## config.mk

```make
export PLATFORM = sky130hd
export DESIGN_NAME = dbcs_sequencer
export DESIGN_NICKNAME = d
export VERILOG_FILES = /design/src/hdl/dbcs_pkg.sv /design/src/hdl/dbcs_stream_if.sv /design/src/hdl/dbcs_pair_buf.sv /design/src/hdl/dbcs_sequencer.sv
export SDC_FILE = /design/constraint.sdc
export NUM_CORES = 1
export LEC_CHECK = 0
export ABC_CLOCK_PERIOD_IN_PS = 2900
export BUFFER_PORTS_ARGS = -buffer_cell sky130_fd_sc_hd__buf_2
export CELL_PAD_IN_SITES_DETAIL_PLACEMENT = 0
export CELL_PAD_IN_SITES_GLOBAL_PLACEMENT = 1
export CORE_MARGIN = 2
export CORE_UTILIZATION = 35
export CTS_CLUSTER_DIAMETER = 40
export DETAILED_ROUTE_END_ITERATION = 8
export GPL_TIMING_DRIVEN = 0
export MAX_ROUTING_LAYER = met4
export PLACE_DENSITY_LB_ADDON = 0.1
export SYNTH_ARGS = -nofsm -noshare
export SYNTH_HDL_FRONTEND = slang
export SYNTH_SLANG_ARGS = --single-unit
```

## constraint.sdc

```tcl
create_clock -name clk -period 2.9 [get_ports clk]
set_input_delay 0.725 -clock clk [delete_from_list [all_inputs] [get_ports clk]]
set_output_delay 0.725 -clock clk [all_outputs]
set_load 0.02 [all_outputs]
```

## src/hdl/dbcs_pkg.sv

```systemverilog
package dbcs_pkg;

  // geometry
  localparam int unsigned NUM_SUB   = 4;   // sub-channels 0A, 0B, 1A, 1B
  localparam int unsigned NUM_CHAN  = 2;   // full address channels 0, 1
  localparam int unsigned DATA_W    = 16;  // byte or word unit
  localparam int unsigned BUF_DEPTH = 2;   // entries in the data buffer

  // transfer mode of a full address channel
  localparam logic [1:0] MODE_STEAL = 2'h0;
  localparam logic [1:0] MODE_BURST = 2'h1;
  localparam logic [1:0] MODE_BLOCK = 2'h2;

  // values after reset
  localparam logic [3:0] PEND_RST = 4'h0;
  localparam logic [1:0] MRUN_RST = 2'h0;
  localparam logic [1:0] CHAN_RST = 2'h0;
  localparam logic [3:0] ENDLY_RST = 4'h0;

  // bus-cycle sequencer states
  typedef enum logic [2:0] {
    ST_IDLE,
    ST_READ,
    ST_WRITE,
    ST_DEAD,
    ST_RELEASE,
    ST_HOLD
  } dbcs_state_t;

endpackage : dbcs_pkg

```

## src/hdl/dbcs_stream_if.sv

```systemverilog
`timescale 1ns/10ps
// one-way word stream with valid/ready handshake
interface dbcs_stream_if #(
  parameter int unsigned W = 16
);
  logic [W-1:0] data;
  logic         valid;
  logic         ready;

  modport src (output data, output valid, input ready);
  modport snk (input data, input valid, output ready);
endinterface : dbcs_stream_if

```

## src/hdl/dbcs_pair_buf.sv

```systemverilog
`timescale 1ns/10ps
// two-entry buffer between the read phase and the write phase
module dbcs_pair_buf (
  // clock and reset
  input wire logic    clk,
  input wire logic    rst_n,
  // filling side
  dbcs_stream_if.snk  fillPort,
  // draining side
  dbcs_stream_if.src  drainPort
);

  logic [dbcs_pkg::DATA_W-1:0] mem_r [dbcs_pkg::BUF_DEPTH];
  logic [dbcs_pkg::DATA_W-1:0] mem_nxt [dbcs_pkg::BUF_DEPTH];
  logic                        wrPtr_r, wrPtr_nxt;
  logic                        rdPtr_r, rdPtr_nxt;
  logic [1:0]                  count_r, count_nxt;
  logic                        push, pop;

  // full and empty come straight from the occupancy count
  assign fillPort.ready  = (count_r != 2'h2);
  assign drainPort.valid = (count_r != 2'h0);
  assign drainPort.data  = mem_r[rdPtr_r];
  assign push            = fillPort.valid & fillPort.ready;
  assign pop             = drainPort.valid & drainPort.ready;

  // pointer and storage update
  always_comb begin
    mem_nxt   = mem_r;
    wrPtr_nxt = wrPtr_r;
    rdPtr_nxt = rdPtr_r;
    count_nxt = count_r;
    if (push) begin
      mem_nxt[wrPtr_r] = fillPort.data;
      wrPtr_nxt        = ~wrPtr_r;
    end
    if (pop) begin
      rdPtr_nxt = ~rdPtr_r;
    end
    if (push && !pop) begin
      count_nxt = count_r + 2'h1;
    end else if (pop && !push) begin
      count_nxt = count_r - 2'h1;
    end
  end

  // register stage
  always_ff @(posedge clk or negedge rst_n) begin
    if (!rst_n) begin
      wrPtr_r <= 1'b0;
      rdPtr_r <= 1'b0;
      count_r <= 2'h0;
      for (int i = 0; i < dbcs_pkg::BUF_DEPTH; i++) begin
        mem_r[i] <= '0;
      end
    end else begin
      wrPtr_r <= wrPtr_nxt;
      rdPtr_r <= rdPtr_nxt;
      count_r <= count_nxt;
      mem_r   <= mem_nxt;
    end
  end

endmodule : dbcs_pair_buf

```

## src/hdl/dbcs_sequencer.sv

```systemverilog
`timescale 1ns/10ps
module dbcs_sequencer (
  // clock and reset
  input  wire logic                        clk,
  input  wire logic                        rst_n,
  // channel control, sub-channel order 0A 0B 1A 1B
  input  wire logic [3:0]                  channelRunFlag,
  input  wire logic [1:0]                  masterRunSet,
  input  wire logic [1:0]                  masterRunClr,
  input  wire logic [1:0]                  fullAddrMode,
  input  wire logic [3:0]                  xferMode,
  input  wire logic [3:0]                  levelReqSel,
  input  wire logic [3:0]                  transferRequestLine_n,
  input  wire logic                        nmi,
  // transfer counter status for the unit in progress
  input  wire logic [3:0]                  lastUnit,
  input  wire logic [3:0]                  blockEnd,
  input  wire logic [3:0]                  srcInternal,
  input  wire logic [3:0]                  dstInternal,
  // bus controller
  output logic                             busReq,
  input  wire logic                        busGrant,
  output logic                             cycReq,
  output logic                             cycWrite,
  output logic [1:0]                       cycChan,
  output logic                             extAddrEn,
  input  wire logic                        cycAck,
  input  wire logic [dbcs_pkg::DATA_W-1:0] rdData,
  output logic [dbcs_pkg::DATA_W-1:0]      wrData,
  input  wire logic                        cpuCycleDone,
  // external bus release
  input  wire logic                        extBusReq,
  input  wire logic                        writeBufBusy,
  output logic                             extReleaseOk,
  // status
  output logic [1:0]                       masterRunFlag,
  output logic [3:0]                       reqPending,
  output logic                             unitDone,
  output logic [1:0]                       unitChan,
  output logic                             xferDone
);

  dbcs_pkg::dbcs_state_t state_r, state_nxt;
  logic [1:0]            chan_r, chan_nxt;
  logic [1:0]            mrun_r, mrun_nxt;
  logic [3:0]            pend_r, pend_nxt;
  logic [3:0]            enDly_r;
  logic                  unitDone_r, unitDone_nxt;
  logic [1:0]            unitChan_r, unitChan_nxt;
  logic                  xferDone_r, xferDone_nxt;
  logic [3:0]            chanEn;
  logic [1:0]            chMode [4];
  logic [1:0]            effMode;
  logic [3:0]            blocked;
  logic [1:0]            winner;
  logic                  anyPend;
  logic                  activate;
  logic                  inPair;
  logic                  internalOnly;

  dbcs_stream_if #(.W(dbcs_pkg::DATA_W)) fillIf ();
  dbcs_stream_if #(.W(dbcs_pkg::DATA_W)) drainIf ();

  // read data parks here until the write phase takes it
  dbcs_pair_buf u_buf (
    .clk       (clk),
    .rst_n     (rst_n),
    .fillPort  (fillIf.snk),
    .drainPort (drainIf.src)
  );

  // per sub-channel enable and effective mode
  always_comb begin
    for (int i = 0; i < dbcs_pkg::NUM_SUB; i++) begin
      if (fullAddrMode[i/2]) begin
        // B half is folded into its A half in full mode
        chanEn[i] = (i % 2 == 0) ? (channelRunFlag[i] & mrun_r[i/2]) : 1'b0;
        chMode[i] = xferMode[(i/2)*2 +: 2];
      end else begin
        chanEn[i] = channelRunFlag[i];
        chMode[i] = dbcs_pkg::MODE_STEAL;
      end
    end
  end

  // a level request outside block mode gives up the bus after every unit
  assign effMode = (levelReqSel[chan_r] && chMode[chan_r] != dbcs_pkg::MODE_BLOCK) ?
                   dbcs_pkg::MODE_STEAL : chMode[chan_r];

  assign inPair = (state_r == dbcs_pkg::ST_READ) || (state_r == dbcs_pkg::ST_WRITE);

  // the owning channel stops sampling until write end or hold end, or dead-cycle end in block mode
  always_comb begin
    for (int i = 0; i < dbcs_pkg::NUM_SUB; i++) begin
      blocked[i] = (chan_r == 2'(i)) &&
                   (inPair || state_r == dbcs_pkg::ST_HOLD ||
                    (state_r == dbcs_pkg::ST_DEAD && effMode == dbcs_pkg::MODE_BLOCK));
    end
  end

  // fixed priority pick: lowest index wins
  always_comb begin
    winner  = 2'h0;
    anyPend = 1'b0;
    for (int i = dbcs_pkg::NUM_SUB - 1; i >= 0; i--) begin
      if (pend_r[i]) begin
        winner  = 2'(i);
        anyPend = 1'b1;
      end
    end
  end

  // a grant is only taken in the idle state, reached after every release to the CPU; a hold goes back to the read without it
  assign activate = (state_r == dbcs_pkg::ST_IDLE) && anyPend && busGrant;

  // request sampling and pending latch
  always_comb begin
    pend_nxt = pend_r;
    for (int i = 0; i < dbcs_pkg::NUM_SUB; i++) begin
      if (!chanEn[i]) begin
        pend_nxt[i] = 1'b0;
      end else if (activate && winner == 2'(i)) begin
        // the activation consumes the request, so it wins over a same-cycle sample
        pend_nxt[i] = 1'b0;
      end else if (enDly_r[i] && !blocked[i]) begin
        // sampling starts the edge after the enabling write took effect
        if (!levelReqSel[i] || !transferRequestLine_n[i]) begin
          pend_nxt[i] = 1'b1;
        end
      end
    end
  end

  // master run flags: software set and clear, NMI clears burst channels
  always_comb begin
    mrun_nxt = mrun_r;
    for (int c = 0; c < dbcs_pkg::NUM_CHAN; c++) begin
      if (masterRunSet[c]) begin
        mrun_nxt[c] = 1'b1;
      end
      if (masterRunClr[c]) begin
        mrun_nxt[c] = 1'b0;
      end
      // block, cycle steal and short mode never see the NMI
      if (nmi && fullAddrMode[c] && xferMode[c*2 +: 2] == dbcs_pkg::MODE_BURST) begin
        mrun_nxt[c] = 1'b0;
      end
    end
  end

  // bus-cycle sequencer
  always_comb begin
    state_nxt    = state_r;
    chan_nxt     = chan_r;
    unitDone_nxt = 1'b0;
    unitChan_nxt = unitChan_r;
    xferDone_nxt = 1'b0;
    case (state_r)
      dbcs_pkg::ST_IDLE: begin
        if (activate) begin
          chan_nxt  = winner;
          state_nxt = dbcs_pkg::ST_READ;
        end
      end
      dbcs_pkg::ST_READ: begin
        // no release path out of the read: the write must follow
        if (cycAck) begin
          state_nxt = dbcs_pkg::ST_WRITE;
        end
      end
      dbcs_pkg::ST_WRITE: begin
        if (cycAck) begin
          unitDone_nxt = 1'b1;
          unitChan_nxt = chan_r;
          if (lastUnit[chan_r]) begin
            // a final unit runs out even after its enable was dropped
            xferDone_nxt = 1'b1;
            state_nxt    = dbcs_pkg::ST_DEAD;
          end else if (effMode == dbcs_pkg::MODE_BLOCK) begin
            if (blockEnd[chan_r]) begin
              state_nxt = dbcs_pkg::ST_DEAD;
            end else if (extBusReq) begin
              state_nxt = dbcs_pkg::ST_HOLD;
            end else begin
              state_nxt = dbcs_pkg::ST_READ;
            end
          end else if (effMode == dbcs_pkg::MODE_BURST) begin
            // an NMI or clear landing with the write ack still keeps the next unit from starting
            if (!chanEn[chan_r] || !mrun_nxt[chan_r[1]]) begin
              state_nxt = dbcs_pkg::ST_RELEASE;
            end else if (extBusReq) begin
              state_nxt = dbcs_pkg::ST_HOLD;
            end else begin
              state_nxt = dbcs_pkg::ST_READ;
            end
          end else begin
            state_nxt = dbcs_pkg::ST_RELEASE;
          end
        end
      end
      dbcs_pkg::ST_DEAD: begin
        state_nxt = dbcs_pkg::ST_RELEASE;
      end
      dbcs_pkg::ST_RELEASE: begin
        // bus stays with the CPU until it has run one cycle
        if (cpuCycleDone) begin
          state_nxt = dbcs_pkg::ST_IDLE;
        end
      end
      dbcs_pkg::ST_HOLD: begin
        // same channel resumes, higher requests keep waiting; a burst that
        // was stopped while the bus was away gives it back instead
        if (!extBusReq) begin
          if (effMode == dbcs_pkg::MODE_BURST && !chanEn[chan_r]) begin
            state_nxt = dbcs_pkg::ST_RELEASE;
          end else begin
            state_nxt = dbcs_pkg::ST_READ;
          end
        end
      end
      default: begin
        state_nxt = dbcs_pkg::ST_IDLE;
      end
    endcase
  end

  // registers of the sequencer, pending latch and run flags
  always_ff @(posedge clk or negedge rst_n) begin
    if (!rst_n) begin
      state_r    <= dbcs_pkg::ST_IDLE;
      chan_r     <= dbcs_pkg::CHAN_RST;
      mrun_r     <= dbcs_pkg::MRUN_RST;
      pend_r     <= dbcs_pkg::PEND_RST;
      enDly_r    <= dbcs_pkg::ENDLY_RST;
      unitDone_r <= 1'b0;
      unitChan_r <= dbcs_pkg::CHAN_RST;
      xferDone_r <= 1'b0;
    end else begin
      state_r    <= state_nxt;
      chan_r     <= chan_nxt;
      mrun_r     <= mrun_nxt;
      pend_r     <= pend_nxt;
      enDly_r    <= chanEn;
      unitDone_r <= unitDone_nxt;
      unitChan_r <= unitChan_nxt;
      xferDone_r <= xferDone_nxt;
    end
  end

  // data path through the buffer; a full buffer holds off the read cycle
  assign fillIf.data   = rdData;
  assign fillIf.valid  = (state_r == dbcs_pkg::ST_READ) && cycAck;
  assign drainIf.ready = (state_r == dbcs_pkg::ST_WRITE) && cycAck;
  assign wrData        = drainIf.data;

  // cycle requests go to the bus controller, which applies the area's
  // width and wait settings exactly as for CPU cycles
  assign cycReq   = ((state_r == dbcs_pkg::ST_READ) && fillIf.ready) ||
                    ((state_r == dbcs_pkg::ST_WRITE) && drainIf.valid);
  assign cycWrite = (state_r == dbcs_pkg::ST_WRITE);
  assign cycChan  = chan_r;

  // bus held from grant through the dead cycle, dropped during release
  assign busReq = (state_r == dbcs_pkg::ST_IDLE) ? anyPend :
                  (state_r != dbcs_pkg::ST_RELEASE);

  // only off-chip targets put the address on the external pins
  assign extAddrEn = ((state_r == dbcs_pkg::ST_READ) && !srcInternal[chan_r]) ||
                     ((state_r == dbcs_pkg::ST_WRITE) && !dstInternal[chan_r]);

  // an on-chip-only pair may share time with the external master,
  // unless the write buffer still holds an outbound write
  assign internalOnly = srcInternal[chan_r] && dstInternal[chan_r] && !writeBufBusy;
  assign extReleaseOk = (state_r == dbcs_pkg::ST_IDLE) || (state_r == dbcs_pkg::ST_RELEASE) ||
                        (state_r == dbcs_pkg::ST_HOLD) ||
                        ((inPair || state_r == dbcs_pkg::ST_DEAD) && internalOnly);

  // status; transfer end goes only to the counter logic, no strobe pin exists
  assign masterRunFlag = mrun_r;
  assign reqPending    = pend_r;
  assign unitDone      = unitDone_r;
  assign unitChan      = unitChan_r;
  assign xferDone      = xferDone_r;

endmodule : dbcs_sequencer

```

# Word-level counts from Yosys, hierarchy flattened
# Cells that the tools add are included.
# classes
n_lt_le_gt_ge,6
reduce_logical,78
n_eq_ne,31
add_sub_neg,2
mux,81
n_bitwise,9
# ops
op,count
$mux W16,4
$mux W1,44
$mux W3,12
$logic_and A1 B1 Y1,33
$bwmux W32,1
$ne A3 B1 Y1 const B,8
$mux W2,11
$logic_not A1 Y1,19
$pmux W3 S6,1
$demux W16 S1,1
$logic_or A1 B1 Y1,14
$bmux W1 S2,6
$ne A2 B2 Y1 const B,6
$reduce_and A2 Y1,6
$eq A2 B1 Y1 const B,5
$eq A2 B2 Y1 const B,5
$eq A3 B2 Y1 const B,2
$eq A3 B3 Y1 const B,2
$reduce_and A5 Y1,1
$and A1 B1 Y1,4
$bmux W2 S2,1
$ge A2 B2 Y1 const B,2
$logic_not A2 Y1,2
$not A1 Y2,2
13 further kinds,15
# word_totals
input_bits,62
reg_bits,55
output_inout_bits,33

# Longest topological paths before layout
# logic_depth
word_depth,16
depth_mapped,8
ltp_nobuf,7

# Modules after synthesis
# From an unflattened synthesis, not the netlist that was laid out.
# hier_totals
hier_cells,241
hier_area_um2,3044.2
# by_module_without_submodules
mod,cells_each,seq_area_each_um2,instances,area_per_inst_um2
dbcs_pair_buf,103,900.9,1,1695.4
dbcs_sequencer,138,475.5,1,1348.8

# Worst setup path before layout
# Ideal clock, no wire load.
# synth_timing
path_type,reg-to-output
start,"reg chan_r[1], in the netlist cycChan[1]"
end,out extReleaseOk
path_slack_ns,0.365
required_time_ns,2.175
stages_incl_launch_ff,6
arrival_ns,1.810
path_cell_list,dfrtp_1 -> buf_2 -> clkbuf_1 -> mux4_2 -> nand2_1 -> o32ai_1
# synth_via
elab_chain_cells,6
elab_cells_between_ends,8
# synth_rtl
item,line_no,text
start: declaration,dbcs_sequencer.sv:44,"logic [1:0] chan_r, chan_nxt;"
start signal: assignment,dbcs_sequencer.sv:231,chan_r <= dbcs_pkg::CHAN_RST;
start signal: assignment,dbcs_sequencer.sv:240,chan_r <= chan_nxt;
$bmux W1 S2,dbcs_sequencer.sv:273,assign internalOnly = srcInternal[chan_r] && dstInternal[chan_r] && !writeBufBusy;
$mux W1 (implied by the code),dbcs_sequencer.sv:273,
$logic_and A1 B1 Y1 * (2 in series),dbcs_sequencer.sv:273,
$logic_and A1 B1 Y1 *,dbcs_sequencer.sv:276,((inPair || state_r == dbcs_pkg::ST_DEAD) && internalOnly);
$logic_or A1 B1 Y1 *,dbcs_sequencer.sv:275,(state_r == dbcs_pkg::ST_HOLD) ||
end: declaration,dbcs_sequencer.sv:34,"output logic extReleaseOk,"
# Every way passes the cells marked *; elsewhere a longest branch is shown, timed or not. The select of a mux whose other input is x is not followed.

# Final worst setup path
# layout_timing
start,"reg chan_r[0], in the netlist cycChan[0]"
end,out extAddrEn
# layout_via
elab_chain_cells,5
elab_cells_between_ends,9
# layout_rtl
item,line_no,text
"$bmux W1 S2, on equally long branches","dbcs_sequencer.sv:268, dbcs_sequencer.sv:269",
"$mux W1, on equally long branches","dbcs_sequencer.sv:268, dbcs_sequencer.sv:269",
"$logic_not A1 Y1, on equally long branches","dbcs_sequencer.sv:268, dbcs_sequencer.sv:269",
"$logic_and A1 B1 Y1, on equally long branches","dbcs_sequencer.sv:268, dbcs_sequencer.sv:269",
$logic_or A1 B1 Y1 *,dbcs_sequencer.sv:268,assign extAddrEn = ((state_r == dbcs_pkg::ST_READ) && !srcInternal[chan_r]) ||
end: declaration,dbcs_sequencer.sv:26,"output logic extAddrEn,"
# Marked as above.

==> run metrics <==
outcome finished clean; sequential-to-total area share from yosys stat 0.468; Crit Path Class reg -> out; Seq pwr share 0.363; EDFF count, synth 0; Post-Synth XOR/XNOR Area 0.0179; multi-input logic area 1470 um^2; Rel. slew slack 0.521; Most used DFF post-synth dfrtp_1; Cell Area, Synth 2940 um^2; number of buffers and inverters on the critical path 3; peak supply drop 0.306 mV; dpl ws 222 ps; WP data required 2170 ps; first drt pass iteration count 4; Layout fillers 806; clock skew 11.0 ps; later-pin clock latency in the skew report 320 ps; CP delay by family, top buffers and inverters; setup ws final 130 ps; vias in the first global route 2272; Largest stage delay, worst path 530 ps; Setup TNS Final 0 ps; post-synth top area share 0.468; clock slew at reported path FFs 110 ps; Synth Area in Compound Gates 0.0957; GR Overflow Total 0; post-route ant nets 0; Fin. Hold Viols 0; Final setup viols 0; register area 1380 um^2; post-synthesis adder-cell area fraction 0.00425; CTS H-tree depth 2; most frequent cells in the layout buf_2, dfrtp_1, mux2_2; largest family of logic cells by synthesized area multiplexers; RSZ-0062 raised after global routing no; sw frac 0.399; post-synthesis mux area share 0.246; Core Footprint 8180 um^2; post-synthesis cell count 238; Synth area leader dfrtp_1; CP max stage cell mux4_2; Simple-Gate Fraction of Synth Area 0.136; Initial Util 0.360; ANT cells 0; Min-Delay Path Class in -> async; antenna violations before repair 0; CTS Sinks 55; drt total wl 7.11 mm; Fmax 0.361 GHz; Post-DP HPWL 5.33 mm; commonest non-fill, non-tap cell in the layout buf_2; CTS tree built; Tcrit/Tclk final 0.955; fin crit period 2770 ps; Worst setup SP type flip-flop; internal power 2.03 mW; syn_area_per_cell 12.4 um^2; largest net degree at the start of global routing 56; Pwr Density 926 nW/um^2; nets 401; Max Root-Sink Buffers 2; gpl congestion 0.743; I/O pin count 95; GRT Overall Usage 0.169; first-pass GRT wire length 11.4 mm; Worst Tran Pin Value 719 ps; Synthesis Warnings 0; async set or reset register ratio after synthesis 1.00; clock power share 0.135; # Max-Cap Violations 0; worst-path cell chain buf_6 > buf_4 > mux4_2 > o22a_1 > nor2_1 > buf_2; CTS buffer count 5; Synth cell types 55; root buf cell clkbuf_8; synth top area cells dfrtp_1, mux2_2, mux2_4; post-route DRC violation count 0; Syn Nets 301; num rows 33; via count 2232; worst-path maximum fanout 10; Vert. Die Dim 95.7 um; post-detailed-route wirelength per cell 16.0 um; die area 9160 um^2; Worst Setup End Kind primary output; cell leakage power 1.79 nW; Gate power share 0.502; #FFs+latches synth 55; r2r startpoint cycChan[1]$_DFFE_PN0P_; NetSw 1.35 mW; Worst Setup SP cycChan[0]$_DFFE_PN0P_; Layout area overhead 23.8%; die width 95.7 um; routed vias/inst 5.03; layout cell share with drive strength beyond 1 0.510; reg-to-reg slack, setup 670 ps; initial drt markers 38; PortBufs 94; CP arrival 2040 ps; max-slew violation count 0
[timing repair]
item,in CTS,in global routing
endpoints found under the setup margin,11,0
buffers inserted,0,0
gates resized for setup,2,0
hold buffers,0,0
[worst paths after layout]
path	end	cells past startpoint
worst max-delay path	extAddrEn	6
worst min-delay path	unitDone$_DFF_PN0_	1
worst max register to register	reqPending[1]$_DFFE_PN0P_	6
worst min register to register	u_buf.mem_r[16]$_DFFE_PN0P_	1
max in group asynchronous	u_buf.mem_r[17]$_DFFE_PN0P_	1
min in group clk	u_buf.mem_r[16]$_DFFE_PN0P_	1
[kinds of logic (layout without fill, tap and decap cells)]
group,count (synthesis),count (layout)
compound gates,38,38
mux,56,56
simple gates,63,63
buf+inv,19,120
fa+ha+maj,1,1
xor+xnor,6,6
flops,55,55
[layout make-up]
class | count | share of cell area
tap | 105 | 0.0361
multi-input combinational | 164 | 0.403
clock inverter | 3 | 0.00755
timing repair buffer | 94 | 0.130
inverter | 8 | 0.00824
clock buffer | 5 | 0.0189
sequential | 55 | 0.378
buffer | 10 | 0.0185
[flip-flops by register name, indices dropped and copies added, names as in the netlist, 2 cells and up]
register and count:
reqPending 4, cycChan 2, unitChan 2, masterRunFlag 2, u_buf.count_r 2, u_buf.mem_r 32
state_r 3, enDly_r 4
[cells in the mapped netlist (4+ instances only)]
master / n
a21oi_1: 9
inv_1: 8
nand3_1: 5
mux2_2: 40
dfrtp_1: 55
mux2_4: 10
nand2_1: 10
mux4_2: 5
nor2b_1: 6
nand3b_1: 4
nor2_1: 14
o21ai_0: 4
clkbuf_1: 5
[per-layer routing]
metal  up-vias  track usage  share of wire
li1       1071            -              -
met1      1114        0.230           0.47
met2        40        0.266           0.49
met3         7       0.0282          0.031
met4         0       0.0393         0.0094
met5         -            -              0
[power groups by stage]
stage | sequential (mW) | combinational [mW] | clock [mW]
floorplan | 1.24 | 1.23 | 0
global placement | 1.23 | 1.70 | 0
detailed placement | 1.24 | 1.72 | 0
CTS | 1.23 | 1.72 | 0.476
global route | 1.27 | 1.83 | 0.511
finish | 1.22 | 1.69 | 0.455
[per-stage QoR]
step,cells,instance area [um^2],utilization,power [mW],hold slack (ps)
global placement,437,3540,0.434,2.93,484
detailed placement,437,3540,0.434,2.96,492
finish,444,3640,0.446,3.37,430
global route,444,3640,0.446,3.61,501
floorplan,238,2940,-,2.46,429
CTS,444,3640,0.445,3.42,518
(Power assumes the default switching activity.)
